`src/core/ssm_consts.svh`:
```
`ifndef SSM_CONSTS_SVH
`define SSM_CONSTS_SVH

// Register byte offsets on the Avalon-MM slave
`define SSM_OFF_RCTL   5'h00
`define SSM_OFF_RDATA  5'h04
`define SSM_OFF_TCTL   5'h08
`define SSM_OFF_BAUD   5'h0c
`define SSM_OFF_DIVH   5'h10
`define SSM_OFF_DIVL   5'h14
`define SSM_OFF_TDATA  5'h18
`define SSM_OFF_FLAGS  5'h1c

// Receive status/control field positions
`define SSM_RC_SERIAL_PORT_ENABLE    7
`define SSM_RC_RX9     6
`define SSM_RC_SINGLE_RECEIVE_ENABLE    5
`define SSM_RC_CONTINUOUS_RECEIVE_ENABLE    4
`define SSM_RC_ADDRESS_DETECT_ENABLE   3
`define SSM_RC_FRAMING_ERROR_FLAG    2
`define SSM_RC_OVERRUN_ERROR_FLAG    1
`define SSM_RC_NINTH_RECEIVE_BIT    0

// Transmit status/control field positions
`define SSM_TC_CLOCK_SOURCE_SELECT    7
`define SSM_TC_TX9     6
`define SSM_TC_TRANSMIT_ENABLE    5
`define SSM_TC_SYNC    4
`define SSM_TC_BRGH    2
`define SSM_TC_SHIFT_REGISTER_EMPTY    1
`define SSM_TC_NINTH_TRANSMIT_BIT    0

// Baud control and flag register field positions
`define SSM_BC_POL     4
`define SSM_BC_WIDE    3
`define SSM_FL_RXF     0
`define SSM_FL_TXF     1
`define SSM_FL_RIE     5
`define SSM_FL_TIE     4

// Word lengths in bits
`define SSM_BITS_8     4'd8
`define SSM_BITS_9     4'd9

`endif

```
`src/core/ssm_pkg.sv`:
```
package ssm_pkg;

    // One register byte
    typedef logic [7:0] ssm_byte_t;

    // Operating mode decoded from the control bits
    typedef enum logic [1:0] {
        SSM_IDLE,
        SSM_MRX,
        SSM_STX
    } ssm_mode_t;

endpackage

```
`src/core/ssm_core.sv`:
```
`timescale 1ns/1ps
`default_nettype none
`include "ssm_consts.svh"

// Function
// - Either receive enable starts synchronous reception in master mode only
// - Master samples data on clock falling edge
// - Single enable receives one word, then stops
// - Continuous enable receives until software clears it
// - Both enables set behaves as continuous
// - Word done sets flag; interrupt only if enabled
// - Ninth bit and errors readable in control
// - Low eight received bits in data register
// - Clearing continuous enable clears receive errors
// - Polarity bit inverts the shift clock pin
// - Nine-bit select gives nine-bit received words
// - Clock source clear selects external slave clock
// - Slave transfers keep working in low power
// - Master only receives, slave only transmits; only master halts in sleep
// - Two writes then sleep: second stays buffered
// - After first word, reload and set empty flag
// - Empty flag wakes from sleep when enabled
// - Data write starts transmission when enabled
// - Idle clock level follows polarity bit
// - Empty flag cleared only by data write
// - Read-only shift register empty status bit
module ssm_core
(
    input  wire logic              clk_sys,
    input  wire logic              srst,
    input  wire logic [4:0]        avs_address,
    input  wire logic              avs_read,
    input  wire logic              avs_write,
    input  wire logic [31:0]       avs_writedata,
    input  wire logic [3:0]        avs_byteenable,
    output var  logic [31:0]       avs_readdata,
    output logic                   avs_waitrequest,
    input  wire logic              shift_clock_pin_in,
    output logic                   shift_clock_pin_out,
    output logic                   shift_clock_pin_oe,
    input  wire logic              data_line_pin_in,
    output var  logic              data_line_pin_out,
    output logic                   data_line_pin_oe,
    input  wire logic              sleep_in,
    output var  logic              rx_irq,
    output var  logic              tx_irq,
    output var  logic              wake
);
    import ssm_pkg::*;

    // Bus handshake: every access waits exactly one cycle
    logic           ack_r;           // Second cycle of an access
    logic           req;             // Read or write pending
    logic           rd_acc;          // Read accepted this edge
    logic           wr_acc;          // Write accepted this edge
    logic           lane0;           // Low byte lane enabled
    ssm_byte_t      wb;              // Low byte of write data

    assign req             = avs_read | avs_write;
    assign avs_waitrequest = req & ~ack_r;
    assign rd_acc          = avs_read & ack_r;
    assign wr_acc          = avs_write & ack_r;
    assign lane0           = avs_byteenable[0];
    assign wb              = avs_writedata[7:0];

    // Register write strobes, byte lane 0 only
    logic wr_rctl, wr_tctl, wr_baud, wr_divh, wr_divl, wr_tdata, wr_flags;
    assign wr_rctl  = wr_acc & lane0 & (avs_address == `SSM_OFF_RCTL);
    assign wr_tctl  = wr_acc & lane0 & (avs_address == `SSM_OFF_TCTL);
    assign wr_baud  = wr_acc & lane0 & (avs_address == `SSM_OFF_BAUD);
    assign wr_divh  = wr_acc & lane0 & (avs_address == `SSM_OFF_DIVH);
    assign wr_divl  = wr_acc & lane0 & (avs_address == `SSM_OFF_DIVL);
    assign wr_tdata = wr_acc & lane0 & (avs_address == `SSM_OFF_TDATA);
    assign wr_flags = wr_acc & lane0 & (avs_address == `SSM_OFF_FLAGS);

    // Reading received data acknowledges the receive flag
    logic rd_rdata;
    assign rd_rdata = rd_acc & (avs_address == `SSM_OFF_RDATA);

    // Control bits held for software
    logic      serial_port_enable_r, rx9_r, single_receive_enable_r, continuous_receive_enable_r, address_detect_enable_r;
    logic      clock_source_select_r, tx9_r, transmit_enable_r, sync_r, brgh_r, ninth_transmit_bit_r;
    logic      pol_r, wide_r, rie_r, tie_r;
    ssm_byte_t divh_r, divl_r;

    // Status kept by the block
    logic      overrun_error_flag_r;           // Overrun, unread word overwritten by newer one
    logic      ninth_receive_bit_r;           // Ninth received bit
    logic      rxf_r;            // Receive flag
    ssm_byte_t rdata_r;          // Received low byte
    ssm_byte_t tbuf_r;           // Transmit buffer
    logic      tbuf_full_r;      // Transmit buffer holds a word
    logic      tsr_busy_r;       // Shift register holds a word

    // Pin synchronisers; first stages feed only second stages
    logic ck_m_r, ck_s_r, ck_d_r;
    logic dl_m_r, dl_s_r;

    always_ff @(posedge clk_sys)
    begin
        ck_m_r <= shift_clock_pin_in;
        ck_s_r <= ck_m_r;
        ck_d_r <= ck_s_r;
        dl_m_r <= data_line_pin_in;
        dl_s_r <= dl_m_r;
    end

    // Mode decode; receive enables override transmit
    ssm_mode_t mode;
    logic      rx_en;
    assign rx_en = single_receive_enable_r | continuous_receive_enable_r;
    assign mode  = !(serial_port_enable_r & sync_r) ? SSM_IDLE :
                   (clock_source_select_r & rx_en)   ? SSM_MRX  :
                   (!clock_source_select_r & transmit_enable_r & !rx_en) ? SSM_STX :
                   SSM_IDLE;

    // Word length for either direction
    logic [3:0] rx_bits, tx_bits;
    assign rx_bits = rx9_r ? `SSM_BITS_9 : `SSM_BITS_8;
    assign tx_bits = tx9_r ? `SSM_BITS_9 : `SSM_BITS_8;

    // Baud generator: half a clock period is divisor plus one cycles.
    // The generator is held off while sleep_in is high, though the system
    // clock keeps running, so a master receive freezes there while slave logic runs.
    logic [15:0] div;
    logic [15:0] bcnt_r;
    logic        master_run;
    logic        tick;
    assign div        = wide_r ? {divh_r, divl_r} : {8'h00, divl_r};
    assign master_run = (mode == SSM_MRX) & ~sleep_in;
    assign tick       = master_run & (bcnt_r == div);

    always_ff @(posedge clk_sys)
    begin
        if (srst || !master_run || tick)
            bcnt_r <= 16'h0000;
        else
            bcnt_r <= bcnt_r + 16'h0001;
    end

    // Internal master clock, low when idle before polarity
    logic       clk_int_r;
    logic       mfall;               // Falling edge of internal clock
    logic [3:0] rcnt_r;              // Bits taken in current word
    logic [8:0] rsh_r;               // Receive shift register
    logic [8:0] rsh_nxt;
    logic       rx_done;             // Last bit of a word sampled
    assign mfall   = tick & clk_int_r;
    assign rsh_nxt = {dl_s_r, rsh_r[8:1]};
    assign rx_done = mfall & (rcnt_r == rx_bits - 4'd1);

    always_ff @(posedge clk_sys)
    begin
        if (srst || mode != SSM_MRX)
            clk_int_r <= 1'b0;
        else if (tick)
            clk_int_r <= ~clk_int_r;
    end

    // Sample the data line on each falling edge, LSB first
    always_ff @(posedge clk_sys)
    begin
        if (srst || mode != SSM_MRX)
            rcnt_r <= 4'd0;
        else if (rx_done)
            rcnt_r <= 4'd0;
        else if (mfall)
            rcnt_r <= rcnt_r + 4'd1;
        if (srst)
            rsh_r <= 9'h000;
        else if (mfall)
            rsh_r <= rsh_nxt;
    end

    // Capture a finished word; 8-bit words sit in the top bits
    always_ff @(posedge clk_sys)
    begin
        if (srst)
        begin
            rdata_r <= 8'h00;
            ninth_receive_bit_r  <= 1'b0;
        end
        else if (rx_done)
        begin
            rdata_r <= rx9_r ? rsh_nxt[7:0] : rsh_nxt[8:1];
            ninth_receive_bit_r  <= rx9_r & rsh_nxt[8];
        end
    end

    // Flags: a setting event beats a clear in the same cycle
    always_ff @(posedge clk_sys)
    begin
        if (srst)
        begin
            rxf_r  <= 1'b0;
            overrun_error_flag_r <= 1'b0;
        end
        else
        begin
            if (rx_done)
                rxf_r <= 1'b1;
            else if (rd_rdata)
                rxf_r <= 1'b0;
            // An unread word is overwritten by the newer one, which marks an overrun
            if (rx_done && rxf_r && !rd_rdata)
                overrun_error_flag_r <= 1'b1;
            else if (!continuous_receive_enable_r)
                overrun_error_flag_r <= 1'b0;
        end
    end

    // Receive control writes; single enable self-clears after a word
    always_ff @(posedge clk_sys)
    begin
        if (srst)
            {serial_port_enable_r, rx9_r, single_receive_enable_r, continuous_receive_enable_r, address_detect_enable_r} <= 5'h00;
        else if (wr_rctl)
            {serial_port_enable_r, rx9_r, single_receive_enable_r, continuous_receive_enable_r, address_detect_enable_r} <= wb[7:3];
        else if (rx_done && !continuous_receive_enable_r)
            single_receive_enable_r <= 1'b0;
    end

    // Transmit, baud and flag-enable control writes
    always_ff @(posedge clk_sys)
    begin
        if (srst)
        begin
            {clock_source_select_r, tx9_r, transmit_enable_r, sync_r} <= 4'h0;
            {brgh_r, ninth_transmit_bit_r, pol_r, wide_r} <= 4'h0;
            {rie_r, tie_r, divh_r, divl_r}  <= 18'h00000;
        end
        else
        begin
            if (wr_tctl)
                {clock_source_select_r, tx9_r, transmit_enable_r, sync_r} <= wb[7:4];
            if (wr_tctl)
                {brgh_r, ninth_transmit_bit_r} <= {wb[`SSM_TC_BRGH], wb[`SSM_TC_NINTH_TRANSMIT_BIT]};
            if (wr_baud)
                {pol_r, wide_r} <= wb[4:3];
            if (wr_flags)
                {rie_r, tie_r} <= wb[5:4];
            if (wr_divh)
                divh_r <= wb;
            if (wr_divl)
                divl_r <= wb;
        end
    end

    // Slave clock edges after polarity, seen from synchronised samples
    logic srise, sfall;
    assign srise = (ck_s_r ^ pol_r) & ~(ck_d_r ^ pol_r);
    assign sfall = ~(ck_s_r ^ pol_r) & (ck_d_r ^ pol_r);

    // Transmit: buffer moves to the shift register when it is empty
    logic [8:0] tsr_r;
    logic [3:0] tcnt_r;
    logic       tload;
    logic       tx_last;
    assign tload   = (mode == SSM_STX) & tbuf_full_r & ~tsr_busy_r;
    assign tx_last = sfall & tsr_busy_r & (tcnt_r == tx_bits - 4'd1);

    // Buffer write always wins over the transfer out
    always_ff @(posedge clk_sys)
    begin
        if (srst)
            tbuf_full_r <= 1'b0;
        else if (wr_tdata)
            tbuf_full_r <= 1'b1;
        else if (tload)
            tbuf_full_r <= 1'b0;
        if (srst)
            tbuf_r <= 8'h00;
        else if (wr_tdata)
            tbuf_r <= wb;
    end

    // Shift register; runs on the external clock, so also in sleep
    always_ff @(posedge clk_sys)
    begin
        if (srst || mode != SSM_STX)
        begin
            tsr_busy_r <= 1'b0;
            tcnt_r     <= 4'd0;
        end
        else if (tload)
        begin
            tsr_busy_r <= 1'b1;
            tcnt_r     <= 4'd0;
        end
        else if (tx_last)
            tsr_busy_r <= 1'b0;
        else if (sfall && tsr_busy_r)
            tcnt_r <= tcnt_r + 4'd1;
        if (srst)
            tsr_r <= 9'h000;
        else if (tload)
            tsr_r <= {ninth_transmit_bit_r, tbuf_r};
    end

    // Data pin: first bit at load, next bits on each active edge
    always_ff @(posedge clk_sys)
    begin
        if (srst)
            data_line_pin_out <= 1'b0;
        else if (tload)
            data_line_pin_out <= tbuf_r[0];
        else if (srise && tsr_busy_r && tcnt_r != 4'd0)
            data_line_pin_out <= tsr_r[tcnt_r];
    end

    // Pins: master drives the clock, slave transmit drives data
    assign shift_clock_pin_out = clk_int_r ^ pol_r;
    assign shift_clock_pin_oe  = serial_port_enable_r & sync_r & clock_source_select_r;
    assign data_line_pin_oe    = (mode == SSM_STX);

    // Request and wake outputs, one cycle behind the flags
    always_ff @(posedge clk_sys)
    begin
        if (srst)
            {rx_irq, tx_irq, wake} <= 3'b000;
        else
        begin
            rx_irq <= rxf_r & rie_r;
            tx_irq <= ~tbuf_full_r & tie_r;
            wake   <= sleep_in & ((rxf_r & rie_r) |
                                  (~tbuf_full_r & tie_r));
        end
    end

    // Read mux; reserved and unmapped bits read as zero
    ssm_byte_t rmux;
    always_comb
    begin
        unique case (avs_address)
            `SSM_OFF_RCTL:  rmux = {serial_port_enable_r, rx9_r, single_receive_enable_r, continuous_receive_enable_r,
                                    address_detect_enable_r, 1'b0, overrun_error_flag_r, ninth_receive_bit_r};
            `SSM_OFF_RDATA: rmux = rdata_r;
            `SSM_OFF_TCTL:  rmux = {clock_source_select_r, tx9_r, transmit_enable_r, sync_r,
                                    1'b0, brgh_r, ~tsr_busy_r, ninth_transmit_bit_r};
            `SSM_OFF_BAUD:  rmux = {3'b000, pol_r, wide_r, 3'b000};
            `SSM_OFF_DIVH:  rmux = divh_r;
            `SSM_OFF_DIVL:  rmux = divl_r;
            `SSM_OFF_TDATA: rmux = tbuf_r;
            `SSM_OFF_FLAGS: rmux = {2'b00, rie_r, tie_r, 2'b00,
                                    ~tbuf_full_r, rxf_r};
            default:        rmux = 8'h00;
        endcase
    end

    // Handshake state and registered read data
    always_ff @(posedge clk_sys)
    begin
        if (srst)
        begin
            ack_r        <= 1'b0;
            avs_readdata <= 32'h0000_0000;
        end
        else
        begin
            ack_r <= req & ~ack_r;
            if (avs_read && !ack_r)
                avs_readdata <= {24'h00_0000, rmux};
        end
    end
endmodule
`default_nettype wire

```
`config.mk`:
```
export PLATFORM = sky130hd
export DESIGN_NAME = ssm_core
export DESIGN_NICKNAME = d
export VERILOG_FILES = /design/src/core/ssm_pkg.sv /design/src/core/ssm_core.sv
export VERILOG_INCLUDE_DIRS = /design/src /design/src/core
export SDC_FILE = /design/constraint.sdc
export NUM_CORES = 1
export LEC_CHECK = 0
export BUFFER_PORTS_ARGS = -buffer_cell sky130_fd_sc_hd__buf_2
export CAP_MARGIN = 20
export CORE_MARGIN = 5
export CORE_UTILIZATION = 25
export CTS_CLUSTER_DIAMETER = 60
export DETAILED_ROUTE_END_ITERATION = 16
export GPL_ROUTABILITY_DRIVEN = 0
export PLACE_DENSITY = 0.44
export SLEW_MARGIN = 0
export SYNTH_ARGS = -nofsm -noshare
export SYNTH_HDL_FRONTEND = slang
export SYNTH_SLANG_ARGS = --single-unit
```
`constraint.sdc`:
```
create_clock -name clk_sys -period 2.4 [get_ports clk_sys]
set_input_delay 0.36 -clock clk_sys [delete_from_list [all_inputs] [get_ports clk_sys]]
set_output_delay 0.36 -clock clk_sys [all_outputs]
set_load 0.005 [all_outputs]
```
=== Word-level counts from Yosys, hierarchy flattened ===
Cells that the tools add are included.

* Bits in latches: 0
* Bits in writable memories: 0
* Word-level logic and storage cells: 156
* Bits of input ports: 48
* Bits in registers: 113
* ROM bits: 0
* Memories kept: 0
* Output and inout port bits: 40

* Div/mod/pow operators: 0
* Shift-type cells: 0
* Eq/ne operators: 15
* $lt $le $gt $ge: 1
* Add/subtract/negate cells: 5
* Multipliers: 0
* Multiplexer cells: 22
* Bitwise logic cells: 45
* Reduce and logical (&&, ||, !) cells: 27

{| class="wikitable"
|+ Operator list
! kind !! count
|-
| $pmux 8 s8 || 1
|-
| $and 1x1->1 || 31
|-
| $eq 5x5->1 const B || 4
|-
| $add 16x1->16 const B || 1
|-
| $eq 16x16->1 || 1
|-
| $mux 16 || 1
|-
| $mux 1 || 15
|-
| $eq 5x4->1 const B || 2
|-
| $reduce_bool 2->1 || 5
|-
| $add 4x1->4 const B || 2
|-
| $eq 4x4->1 || 2
|-
| $mux 8 || 1
|-
| $not 1->1 || 8
|-
| $sub 4x1->4 const B || 2
|-
| $logic_and 1x1->1 || 7
|-
| $logic_not 1->1 || 6
|-
| $mux 2 || 3
|-
| $eq 5x3->1 const B || 1
|-
| $logic_not 5->1 || 1
|-
| $lt 4x5->1 const B || 1
|-
| $bmux 1 s4 || 1
|-
| $logic_or 1x1->1 || 4
|-
| $ne 2x1->1 const B || 2
|-
| $reduce_bool 4->1 || 1
|-
| 7 further kinds || 12
|}

=== Depth between registers and ports, before layout ===
Gate-level depths: netlist of run 1.

* Word-level depth: 14
* Depth in mapped cells: 9
* Mapped depth without buffers: 6

=== Worst setup path before layout of run 1 ===
OpenSTA, ideal clock, no wires.

* Path type: register to register
* Start point: register wide_r
* End point: register rcnt_r[0]
* Buffers on the path: 1
* Slack: 0.426 ns
* Stages on the path, launching flop included: 8
* Arrival time: 1.904 ns
* Data required time: 2.330 ns
* Clock period less this slack: 1.974 ns
* Library setup time: 0.070 ns
* Cells stage by stage: dfxtp_1 -> buf_4 -> nand4b_1 -> a2bb2oi_1 -> a22o_1 -> or4_1 -> or3_1 -> a21oi_1

* Cells in the longest elaborated chain, start to end: 6

{| class="wikitable"
|+ RTL lines
! element !! line !! text
|-
| start, declared || ssm_core.sv:83 || <nowiki>logic pol_r, wide_r, rie_r, tie_r;</nowiki>
|-
| start signal, assigned || ssm_core.sv:239 || <nowiki>{pol_r, wide_r} <= wb[4:3];</nowiki>
|-
| $mux 16 * || ssm_core.sv:129 || <nowiki>assign div = wide_r ? {divh_r, divl_r} : {8'h00, divl_r};</nowiki>
|-
| $eq 16x16->1 * || ssm_core.sv:131 || <nowiki>assign tick = master_run & (bcnt_r == div);</nowiki>
|-
| $and 1x1->1 * || ssm_core.sv:131 ||
|-
| $and 1x1->1 * || ssm_core.sv:148 || <nowiki>assign mfall = tick & clk_int_r;</nowiki>
|-
| $and 1x1->1 || ssm_core.sv:150 || <nowiki>assign rx_done = mfall & (rcnt_r == rx_bits - 4'd1);</nowiki>
|-
| $reduce_or 2->1 (no line) || n/a ||
|-
| end signal, assigned || ssm_core.sv:168 || <nowiki>rcnt_r <= rcnt_r + 4'd1;</nowiki>
|-
| end, declared || ssm_core.sv:144 || <nowiki>logic [3:0] rcnt_r;</nowiki>
|}

Every way passes the cells marked *; elsewhere a longest branch is shown, timed or not.
A chain may end at the register's enable or synchronous reset.

=== Worst setup path after layout of run 1 ===
* Start point: register clock_source_select_r
* End point: register rcnt_r[0]

* Cells in the longest elaborated chain, start to end: 12
* Elaborated cells between the ends (all ways): 15
* Classes of those cells: 2 x eq/ne; 3 x mux; 7 x bitwise; 3 x reduce/logical

{| class="wikitable"
|+ RTL lines
! element !! line !! text
|-
| start, declared || ssm_core.sv:82 || <nowiki>logic clock_source_select_r, tx9_r, transmit_enable_r, sync_r, brgh_r, ninth_transmit_bit_r;</nowiki>
|-
| start signal, assigned || ssm_core.sv:235 || <nowiki>{clock_source_select_r, tx9_r, transmit_enable_r, sync_r} <= wb[7:4];</nowiki>
|-
| $logic_not 1->1 || ssm_core.sv:114 || <nowiki>(!clock_source_select_r & transmit_enable_r & !rx_en) ? SSM_STX :</nowiki>
|-
| $and 1x1->1 (2 in a row) || ssm_core.sv:114 ||
|-
| $mux 2 || ssm_core.sv:114 ||
|-
| $mux 2 * || ssm_core.sv:113 || <nowiki>(clock_source_select_r & rx_en) ? SSM_MRX :</nowiki>
|-
| $mux 2 * || ssm_core.sv:112 || <nowiki>assign mode = !(serial_port_enable_r & sync_r) ? SSM_IDLE :</nowiki>
|-
| $eq 2x1->1 || ssm_core.sv:130 || <nowiki>assign master_run = (mode == SSM_MRX) & ~sleep_in;</nowiki>
|-
| $and 1x1->1 || ssm_core.sv:130 ||
|-
| $and 1x1->1 || ssm_core.sv:131 ||
|-
| $and 1x1->1 || ssm_core.sv:148 ||
|-
| $and 1x1->1 || ssm_core.sv:150 ||
|-
| $reduce_or 2->1 (no line) || n/a ||
|}

Marked as above.

==> metrics.cfg, run 1 <==
[power_and_ir_drop]
p_leak_nw=2.01
power.density_mw_per_mm2=594
peakVddDrop_uv=316
p_total_mw=3.53

[drt]
postRouteAntennaNets=0
dr.first_iter.drc_count=336
wirelength_mm=14.9
first_pass_iters=4
drcViolationCount=0
post_drt_wl_per_cell_um=16.2
vias_per_cell=4.80
vias=4409

[worst_setup_path]
reg2reg_to=rcnt_r[0]
cp-start-kind=register
critPathTopFamily=simple AND/OR/NAND/NOR gates
crit_cells=6
worstSetupEndpoint=rcnt_r[0]
crit_type=reg2reg
worstPathRequired_ns=2.69
critPathLaunch=clock_source_select_r
cp.arrival_ns=2.52
critPathMaxFanout=5
end_kind=register
path_buf_inv=0
reg2reg_from=clock_source_select_r
crit_path_cell_trace=o2111ai_2 > a2111oi_4 > nand4bb_2 > or4_1 > or3_1 > a21oi_1
r2r_slack_ns=0.16
reg2reg_depth=6
slowest_stage=or4_1
slowest_delay_ns=0.51

[placed_design]
dp.final_hpwl_mm=10.9
port-buffer-count=36
dp_cells=903

[die]
rows=52
start_util=0.255
die_width_um=154
coreArea_mm2=0.0204
ios=88
die_h_um=154
die-area_mm2=0.0237

[yosys]
ys_seq_area_frac=0.432
async_reset_ff_frac=0
synth-seq-cells=112
syn_avg_cell_area_um2=8.54
synth_warnings=0
synth_cells=608
synth_cell_types=58
syn_area_mm2=0.00519
synthFlopType=dfxtp_1
synth_edf_count=0

[final_layout]
fin_nets=696
stdcell_count=919
drive_gt1_frac=0.134
final_cell_mix=111 x dfxtp_1, 77 x nor2_1, 74 x nand2_1, 48 x a21oi_1, 43 x nand3_1
diodes=0
final_common_cell=dfxtp_1
area_delta_synth_final_pct=14.5

[cts]
cts_root_buf=clkbuf_16
cts_sinks=112
htree_num_levels=3
numCtsBuffers=9
postCtsHoldBufs=0
post-cts-setup-buffer-count=0
post_cts_resized=0
cts_buffer_depth=2
clkTransAtPathRegs_ns=0.08
cts_tree=yes
worstSkewPairLatency_ns=0.36

[timing]
period_needed_ns=2.24
timing.fmax_ghz=0.447
worst_pin_slew_ns=0.813
finalCritPeriodShare=0.933
hold_violations=0
setup_tns_ns=0
finalClockSkew_ns=0.0137
final_max_slew_viol_count=0
setup_viol=0
rsz0062_at_grt=false
max_slew_margin=0.458

[global_routing]
grt-ovfl-total=0
grt_pass1_vias=4356
grtUsageMet1=0.167
grt_max_degree=77
grt_usage=0.126
grt_pass1_wl_mm=23.7
groute.layer.met3.usage=0.0202
grt-busiest-layer=met2
antenna_found_initial=0
grtUsageMet2=0.206

[job]
cap_viol_max_count=0

[status]
status=complete, no violations

[min_path]
hold_path.class=in2reg

[cell families (layout without fill, tap and decap cells)]
family	after synthesis	in the layout	share of synthesized area
AOI/OAI and AO/OA	116	116	0.149
xor gates and xnor gates	29	29	0.0489
adders and majority gates	4	4	0.00964
buffers and inverters	63	81	0.0651
DFF	112	112	0.432
muxes	32	32	0.0665
other	1	24	0.000723
and+or+nand+nor	251	251	0.228
[cell type report]
cell class / count / area [µm²]
fill: 2175 / 14400
multi-input combinational: 456 / 2710
sequential: 112 / 2240
tap: 270 / 338
timing repair buffer: 56 / 330
clock buffer: 9 / 225
clock inverter: 7 / 66.3
inverter: 9 / 33.8
[sequential cells by signal, indices dropped and copies added, names as in the netlist, 4 cells and up]
signal / flops
divh_r: 8
tcnt_r: 4
bcnt_r: 16
tbuf_r: 8
rdata_r: 8
divl_r: 8
rcnt_r: 4
avs_readdata: 8
tsr_r: 9
rsh_r: 8
[power by group]
| group | switching (mW) | internal (mW) |
|---|---|---|
| combinational | 0.107 | 0.0473 |
| sequential | 0.0116 | 1.87 |
| clock | 0.767 | 0.728 |
[cell usage after synthesis, types with 14 or more instances]
master,instances,share of area
nor2_1,77,0.056
clkbuf_1,22,0.016
xnor2_1,15,0.025
dfxtp_1,112,0.43
buf_4,25,0.036
a22oi_1,15,0.022
a21oi_1,48,0.046
nand3_1,43,0.041
mux2i_1,30,0.058
xor2_1,14,0.024
o21ai_0,14,0.014
nand2_1,74,0.054
[worst min-delay path by stage]
stage	from	cells after the start	to	slack, ns
6_report	data_line_pin_in	1	dl_m_r	0.09
5_1_grt	data_line_pin_in	1	dl_m_r	0.08
4_1_cts	data_line_pin_in	1	dl_m_r	0.07
3_5_place_dp	ck_m_r	0	ck_s_r	0.31
3_3_place_gp	ck_m_r	0	ck_s_r	0.31
2_1_floorplan	ck_m_r	0	ck_s_r	0.31
[per-stage QoR]
step	utilization	instance area, µm²	hold slack [ns]	setup WS (ns)
finish	0.292	5940	0.0926	0.161
global route	0.292	5940	0.0834	0.0306
CTS	0.292	5940	0.0715	0.0846
detailed placement	0.278	5650	0.312	0.110
global placement	0.278	5650	0.312	0.143
floorplan	-	5280	0.310	0.426
[per-layer routing]
layer	part of all wire	vias to the layer above
li1	-	2159
met1	0.46	2109
met2	0.47	123
met3	0.050	18
met4	0.020	0
met5	0	-
No activity file was read; power rests on OpenSTA's default activity.
==> run 2: changes to the inputs <==
--- a/config.mk
+++ b/config.mk
@@ -10,6 +10,7 @@
 export CAP_MARGIN = 20
 export CORE_MARGIN = 5
 export CORE_UTILIZATION = 25
+export CTS_BUF_LIST = sky130_fd_sc_hd__clkbuf_4 sky130_fd_sc_hd__clkbuf_8
 export CTS_CLUSTER_DIAMETER = 60
 export DETAILED_ROUTE_END_ITERATION = 16
 export GPL_ROUTABILITY_DRIVEN = 0
==> run 2 against run 1 <==
Register-to-register slack is essentially flat; setup slack lost 0.0081 ns; utilization shrank 0.50 points; fmax shrank 0.36%; non-clock buffer count is the same; sequential power is essentially flat; global-route usage is essentially flat; largest power group unchanged.
==> metrics.cfg, run 2 (synthesis results as in run 1) <==
[global_routing]
antenna_found_initial=0  ; unchanged
grt_usage=0.125  ; -0.000359
grt-ovfl-total=0  ; unchanged
grt_pass1_vias=4360  ; +0.092%
grt_max_degree=77  ; unchanged
grt_pass1_wl_mm=23.6  ; -0.32%

[placed_design]
port-buffer-count=36  ; unchanged
dp.final_hpwl_mm=10.9  ; unchanged
dp_cells=903  ; unchanged
placed_area_mm2=0.00565  ; unchanged
pre_cts_ws_ns=0.110  ; unchanged

[final_layout]
fin_nets=696  ; unchanged
fin_util=0.287  ; -0.00498
final_cell_mix=111 x dfxtp_1, 77 x nor2_1, 74 x nand2_1, 48 x a21oi_1, 43 x nand3_1
top_register=bcnt_r
diodes=0  ; unchanged
stdcell_count=919  ; unchanged
drive_gt1_frac=0.134  ; unchanged
final_common_cell=dfxtp_1
top_regs=bcnt_r x16, tsr_r x9
largest_reg_flops=16  ; unchanged
area_delta_synth_final_pct=12.6
finish.instance_area_mm2=0.00584  ; -1.7%

[worst_setup_path]
worstSetupEndpoint=rcnt_r[0]
critPathMaxFanout=5  ; unchanged
end_kind=register
reg2reg_to=rcnt_r[0]
critPathLaunch=clock_source_select_r
cp.arrival_ns=2.57  ; +0.05 ns
r2r_slack_ns=0.15  ; about the same
worstPathRequired_ns=2.72  ; +0.03 ns
cp-start-kind=register
reg2reg_depth=6  ; unchanged
reg2reg_from=clock_source_select_r
crit_type=reg2reg

[die]
rows=52  ; unchanged
die_width_um=154  ; unchanged
coreArea_mm2=0.0204  ; unchanged
die-area_mm2=0.0237  ; unchanged
start_util=0.255  ; unchanged
die_h_um=154  ; unchanged
ios=88  ; unchanged

[timing]
final_max_slew_viol_count=0  ; unchanged
hold_slack_ns=0.0500  ; -0.0426 ns
period_needed_ns=2.25  ; +0.00807 ns
setup_viol=0  ; unchanged
setup_tns_ns=0  ; unchanged
final.setup.worst_slack_ns=0.153  ; -0.00807 ns
worst_pin_slew_ns=0.812  ; -0.0000785 ns
finalClockSkew_ns=0.0241  ; +0.0104 ns
rsz0062_at_grt=false
max_slew_margin=0.458  ; about the same
timing.fmax_ghz=0.445  ; -0.36%
finalCritPeriodShare=0.936  ; +0.00336
hold_violations=0  ; unchanged

[power_and_ir_drop]
peakVddDrop_uv=252  ; -20%
p_leak_nw=1.96  ; -2.3%
power.density_mw_per_mm2=541  ; -9.0%
p_total_mw=3.16  ; -11%

[cts]
clkTransAtPathRegs_ns=0.13  ; +0.05 ns
post-cts-setup-buffer-count=0  ; unchanged
cts_root_buf=clkbuf_8
postCtsHoldBufs=0  ; unchanged
htree_num_levels=3  ; unchanged
post_cts_resized=0  ; unchanged
cts_buffer_depth=2  ; unchanged
numCtsBuffers=9  ; unchanged
worstSkewPairLatency_ns=0.40  ; +0.04 ns
cts_sinks=112  ; unchanged
cts_tree=yes

[drt]
vias=4368  ; -0.93%
vias_per_cell=4.75  ; -0.93%
dr.first_iter.drc_count=391  ; +16%
post_drt_wl_per_cell_um=16.2  ; about the same
first_pass_iters=4  ; unchanged
drcViolationCount=0  ; unchanged
postRouteAntennaNets=0  ; unchanged
wirelength_mm=14.9  ; about the same

[job]
cap_viol_max_count=0  ; unchanged

[min_path]
hold_path.class=in2reg

[status]
status=complete, no violations

[run 2: area by class of cell]
| cell class | instances | area [µm²] |
|---|---|---|
| repair buffers | 56 | 330 |
| multi-input cells | 456 | 2710 |
| clock inverters | 7 | 66.3 |
| clock buffers | 9 | 124 |
| flip-flops and latches | 112 | 2240 |
| well taps | 270 | 338 |
| inverters | 9 | 33.8 |
| fillers | 2184 | 14500 |
[run 2: worst min path at each step]
| stage | from | to | slack, ns | cells after the start |
|---|---|---|---|---|
| floorplan | ck_m_r | ck_s_r | 0.31 | 0 |
| global placement | ck_m_r | ck_s_r | 0.31 | 0 |
| detailed placement | ck_m_r | ck_s_r | 0.31 | 0 |
| CTS | data_line_pin_in | dl_m_r | 0.02 | 1 |
| global route | data_line_pin_in | dl_m_r | 0.03 | 1 |
| finish | data_line_pin_in | dl_m_r | 0.05 | 1 |
[run 2: where the power goes]
| group | switching, mW | internal [mW] | leakage, nW |
|---|---|---|---|
| sequential | 0.0116 | 1.87 | 0.906 |
| combinational | 0.107 | 0.0473 | 0.961 |
| clock | 0.720 | 0.400 | 0.0945 |
[run 2: metal layers]
layer,GRT usage,wire length (µm)
met1,0.167,7010
met5,0,0
met4,0.0479,310
met2,0.203,6900
met3,0.0202,637
[run 2: critical path: stages (launching register included)]
cell and delay (ns):
dfxtp_1 0.44, o2111ai_2 0.19, a2111oi_4 0.34, nand4bb_2 0.24
or4_1 0.51, or3_1 0.33, a21oi_1 0.12
==> run 3: changes to the inputs <==
--- a/config.mk
+++ b/config.mk
@@ -8,13 +8,14 @@
 export LEC_CHECK = 0
 export BUFFER_PORTS_ARGS = -buffer_cell sky130_fd_sc_hd__buf_2
 export CAP_MARGIN = 20
+export CORE_ASPECT_RATIO = 1.25
 export CORE_MARGIN = 5
 export CORE_UTILIZATION = 25
 export CTS_BUF_LIST = sky130_fd_sc_hd__clkbuf_4 sky130_fd_sc_hd__clkbuf_8
 export CTS_CLUSTER_DIAMETER = 60
 export DETAILED_ROUTE_END_ITERATION = 16
 export GPL_ROUTABILITY_DRIVEN = 0
-export PLACE_DENSITY = 0.44
+export PLACE_DENSITY = 0.45
 export SLEW_MARGIN = 0
 export SYNTH_ARGS = -nofsm -noshare
 export SYNTH_HDL_FRONTEND = slang
==> run 3 against run 2 <==
Clock-buffer cell count is 1 higher; final cell count is 0.54% higher; first-iteration DRC count is 20% lower; sequential power hardly changed; via count is 0.89% higher; register-to-register slack hardly changed; flip-flop and latch count stayed put; non-clock buffer count is 1 higher; sequential share of layout area is 0.11 points lower; wire length is 0.58% lower; clock power hardly changed.
==> metrics.cfg, run 3 (synthesis results as in run 1) <==
[final_layout]
fin_util=0.283  ; -0.00345
final_common_cell=dfxtp_1
final_cell_mix=111 x dfxtp_1, 77 x nor2_1, 74 x nand2_1, 48 x a21oi_1, 43 x nand3_1
finish.instance_area_mm2=0.00586  ; +0.28%
top_register=bcnt_r
diodes=0  ; unchanged
top_regs=bcnt_r x16, tsr_r x9
largest_reg_flops=16  ; unchanged
stdcell_count=924  ; +0.54%
fin_nets=697  ; +0.14%
area_delta_synth_final_pct=12.9
drive_gt1_frac=0.137  ; +0.00287

[cts]
htree_num_levels=3  ; unchanged
post-cts-setup-buffer-count=0  ; unchanged
cts_tree=yes
postCtsHoldBufs=0  ; unchanged
worstSkewPairLatency_ns=0.40  ; about the same
clkTransAtPathRegs_ns=0.12  ; about the same
cts_root_buf=clkbuf_8
cts_sinks=112  ; unchanged
numCtsBuffers=9  ; unchanged
cts_buffer_depth=2  ; unchanged

[timing]
finalCritPeriodShare=0.933  ; -0.00278
hold_slack_ns=0.0459  ; -0.00406 ns
timing.fmax_ghz=0.446  ; +0.30%
worst_pin_slew_ns=0.847  ; +0.0349 ns
rsz0062_at_grt=false
final.setup.worst_slack_ns=0.160  ; +0.00668 ns
hold_violations=0  ; unchanged
finalClockSkew_ns=0.0194  ; -0.00468 ns
setup_viol=0  ; unchanged
max_slew_margin=0.435  ; -0.0233
final_max_slew_viol_count=0  ; unchanged
setup_tns_ns=0  ; unchanged
period_needed_ns=2.24  ; -0.00668 ns

[die]
die_h_um=171  ; +11%
die_width_um=139  ; -9.9%
rows=59  ; +13%
coreArea_mm2=0.0207  ; +1.5%
start_util=0.251  ; -0.00376
ios=88  ; unchanged
die-area_mm2=0.0238  ; about the same

[worst_setup_path]
reg2reg_from=clock_source_select_r
critPathMaxFanout=5  ; unchanged
crit_path_cell_trace=o2111ai_2 > a2111oi_4 > nand4bb_2 > or4_1 > or3_1 > a21oi_1
end_kind=register
slowest_delay_ns=0.53  ; +0.02 ns
cp-start-kind=register
crit_type=reg2reg
reg2reg_depth=6  ; unchanged
slowest_stage=or4_1
cp.arrival_ns=2.58  ; about the same
r2r_slack_ns=0.16  ; about the same
worstPathRequired_ns=2.74  ; +0.02 ns
reg2reg_to=rcnt_r[0]

[power_and_ir_drop]
peakVddDrop_uv=277  ; +9.8%
p_switching_mw=0.829  ; -1.1%
power.density_mw_per_mm2=541  ; +0.12%
switching_share=0.261  ; -0.00399
clkPwrFrac=0.358  ; +0.004
p_total_mw=3.17  ; +0.40%
seqPwrFrac=0.594  ; -0.003
power_frac_comb=0.049  ; about the same
p_leak_nw=1.97  ; +0.34%
p_int_mw=2.34  ; +0.95%

[drt]
vias_per_cell=4.77  ; +0.35%
postRouteAntennaNets=0  ; unchanged
vias=4407  ; +0.89%
drcViolationCount=0  ; unchanged
first_pass_iters=5  ; +1
post_drt_wl_per_cell_um=16.0  ; -1.1%
dr.first_iter.drc_count=313  ; -20%
wirelength_mm=14.8  ; -0.58%

[global_routing]
antenna_found_initial=0  ; unchanged
grt_pass1_wl_mm=23.4  ; -1.0%
grt_pass1_vias=4261  ; -2.3%
grt_usage=0.124  ; -0.00119
grt_max_degree=77  ; unchanged
grt-ovfl-total=0  ; unchanged

[placed_design]
dp_cells=908  ; +0.55%
placed_area_mm2=0.00566  ; +0.22%
port-buffer-count=36  ; unchanged
dp.final_hpwl_mm=11.0  ; +1.6%
pre_cts_ws_ns=0.0949  ; -0.0155 ns

[min_path]
min_to=dl_m_r
hold_path.class=in2reg
min_path_cells=1  ; unchanged
min_from=data_line_pin_in

[status]
status=complete, no violations

[job]
cap_viol_max_count=0  ; unchanged

==> run 3: changes by cell type in the layout (fill, tap and decap cells not counted) <==
cell      before  now
clkinv_8       1    0
clkbuf_8       9   10
nor4b_2        0    1
inv_6          1    2
clkinv_4       2    1
buf_4         20   21
nor4b_1        3    2
==> run 3: repair_timing <==
action / CTS / global route
resized for setup: 0 / 2
hold endpoints to repair: 0 / 0
endpoints found under the setup margin: 0 / 2
==> run 3: worst max path at each step <==
stage | from | to | slack, ns | cells past startpoint
after global routing | clock_source_select_r | rcnt_r[0] | 0.02 | 6
after detailed placement | wide_r | rcnt_r[3] | 0.09 | 6
after floorplan | wide_r | rcnt_r[0] | 0.43 | 7
after CTS | wide_r | rcnt_r[3] | 0.06 | 6
after global placement | wide_r | rcnt_r[0] | 0.17 | 6
final | clock_source_select_r | rcnt_r[0] | 0.16 | 6
==> run 3: per-layer routing <==
| layer | wire length (µm) | global-route usage | up-vias |
|---|---|---|---|
| li1 | - | - | 2166 |
| met1 | 6160 | 0.146 | 2102 |
| met2 | 7520 | 0.222 | 111 |
| met3 | 542 | 0.0198 | 28 |
| met4 | 550 | 0.0587 | 0 |
| met5 | 0 | 0 | - |
==> run 3: critical path, delay by kind of cell, from the launching register on <==
kind               cells  cell delay (ns)
AOI/OAI and AO/OA      3             0.64
and+or+nand+nor        3             1.11
DFF                    1             0.43
==> run 3: cell type report <==
type	count	area [µm²]
multi-input cells	456	2710
well taps	274	343
flip-flops and latches	112	2240
clock inverters	6	50.0
inverters	9	33.8
clock buffers	10	138
repair buffers	57	338
fillers	2270	14800
==> run 3: power by group through the flow <==
stage | logic, mW | registers [mW] | clock network, mW
finish | 0.154 | 1.88 | 1.13
global route | 0.169 | 1.89 | 1.24
CTS | 0.154 | 1.88 | 1.17
detailed placement | 0.153 | 1.93 | 0
global placement | 0.153 | 1.93 | 0
floorplan | 0.103 | 1.92 | 0
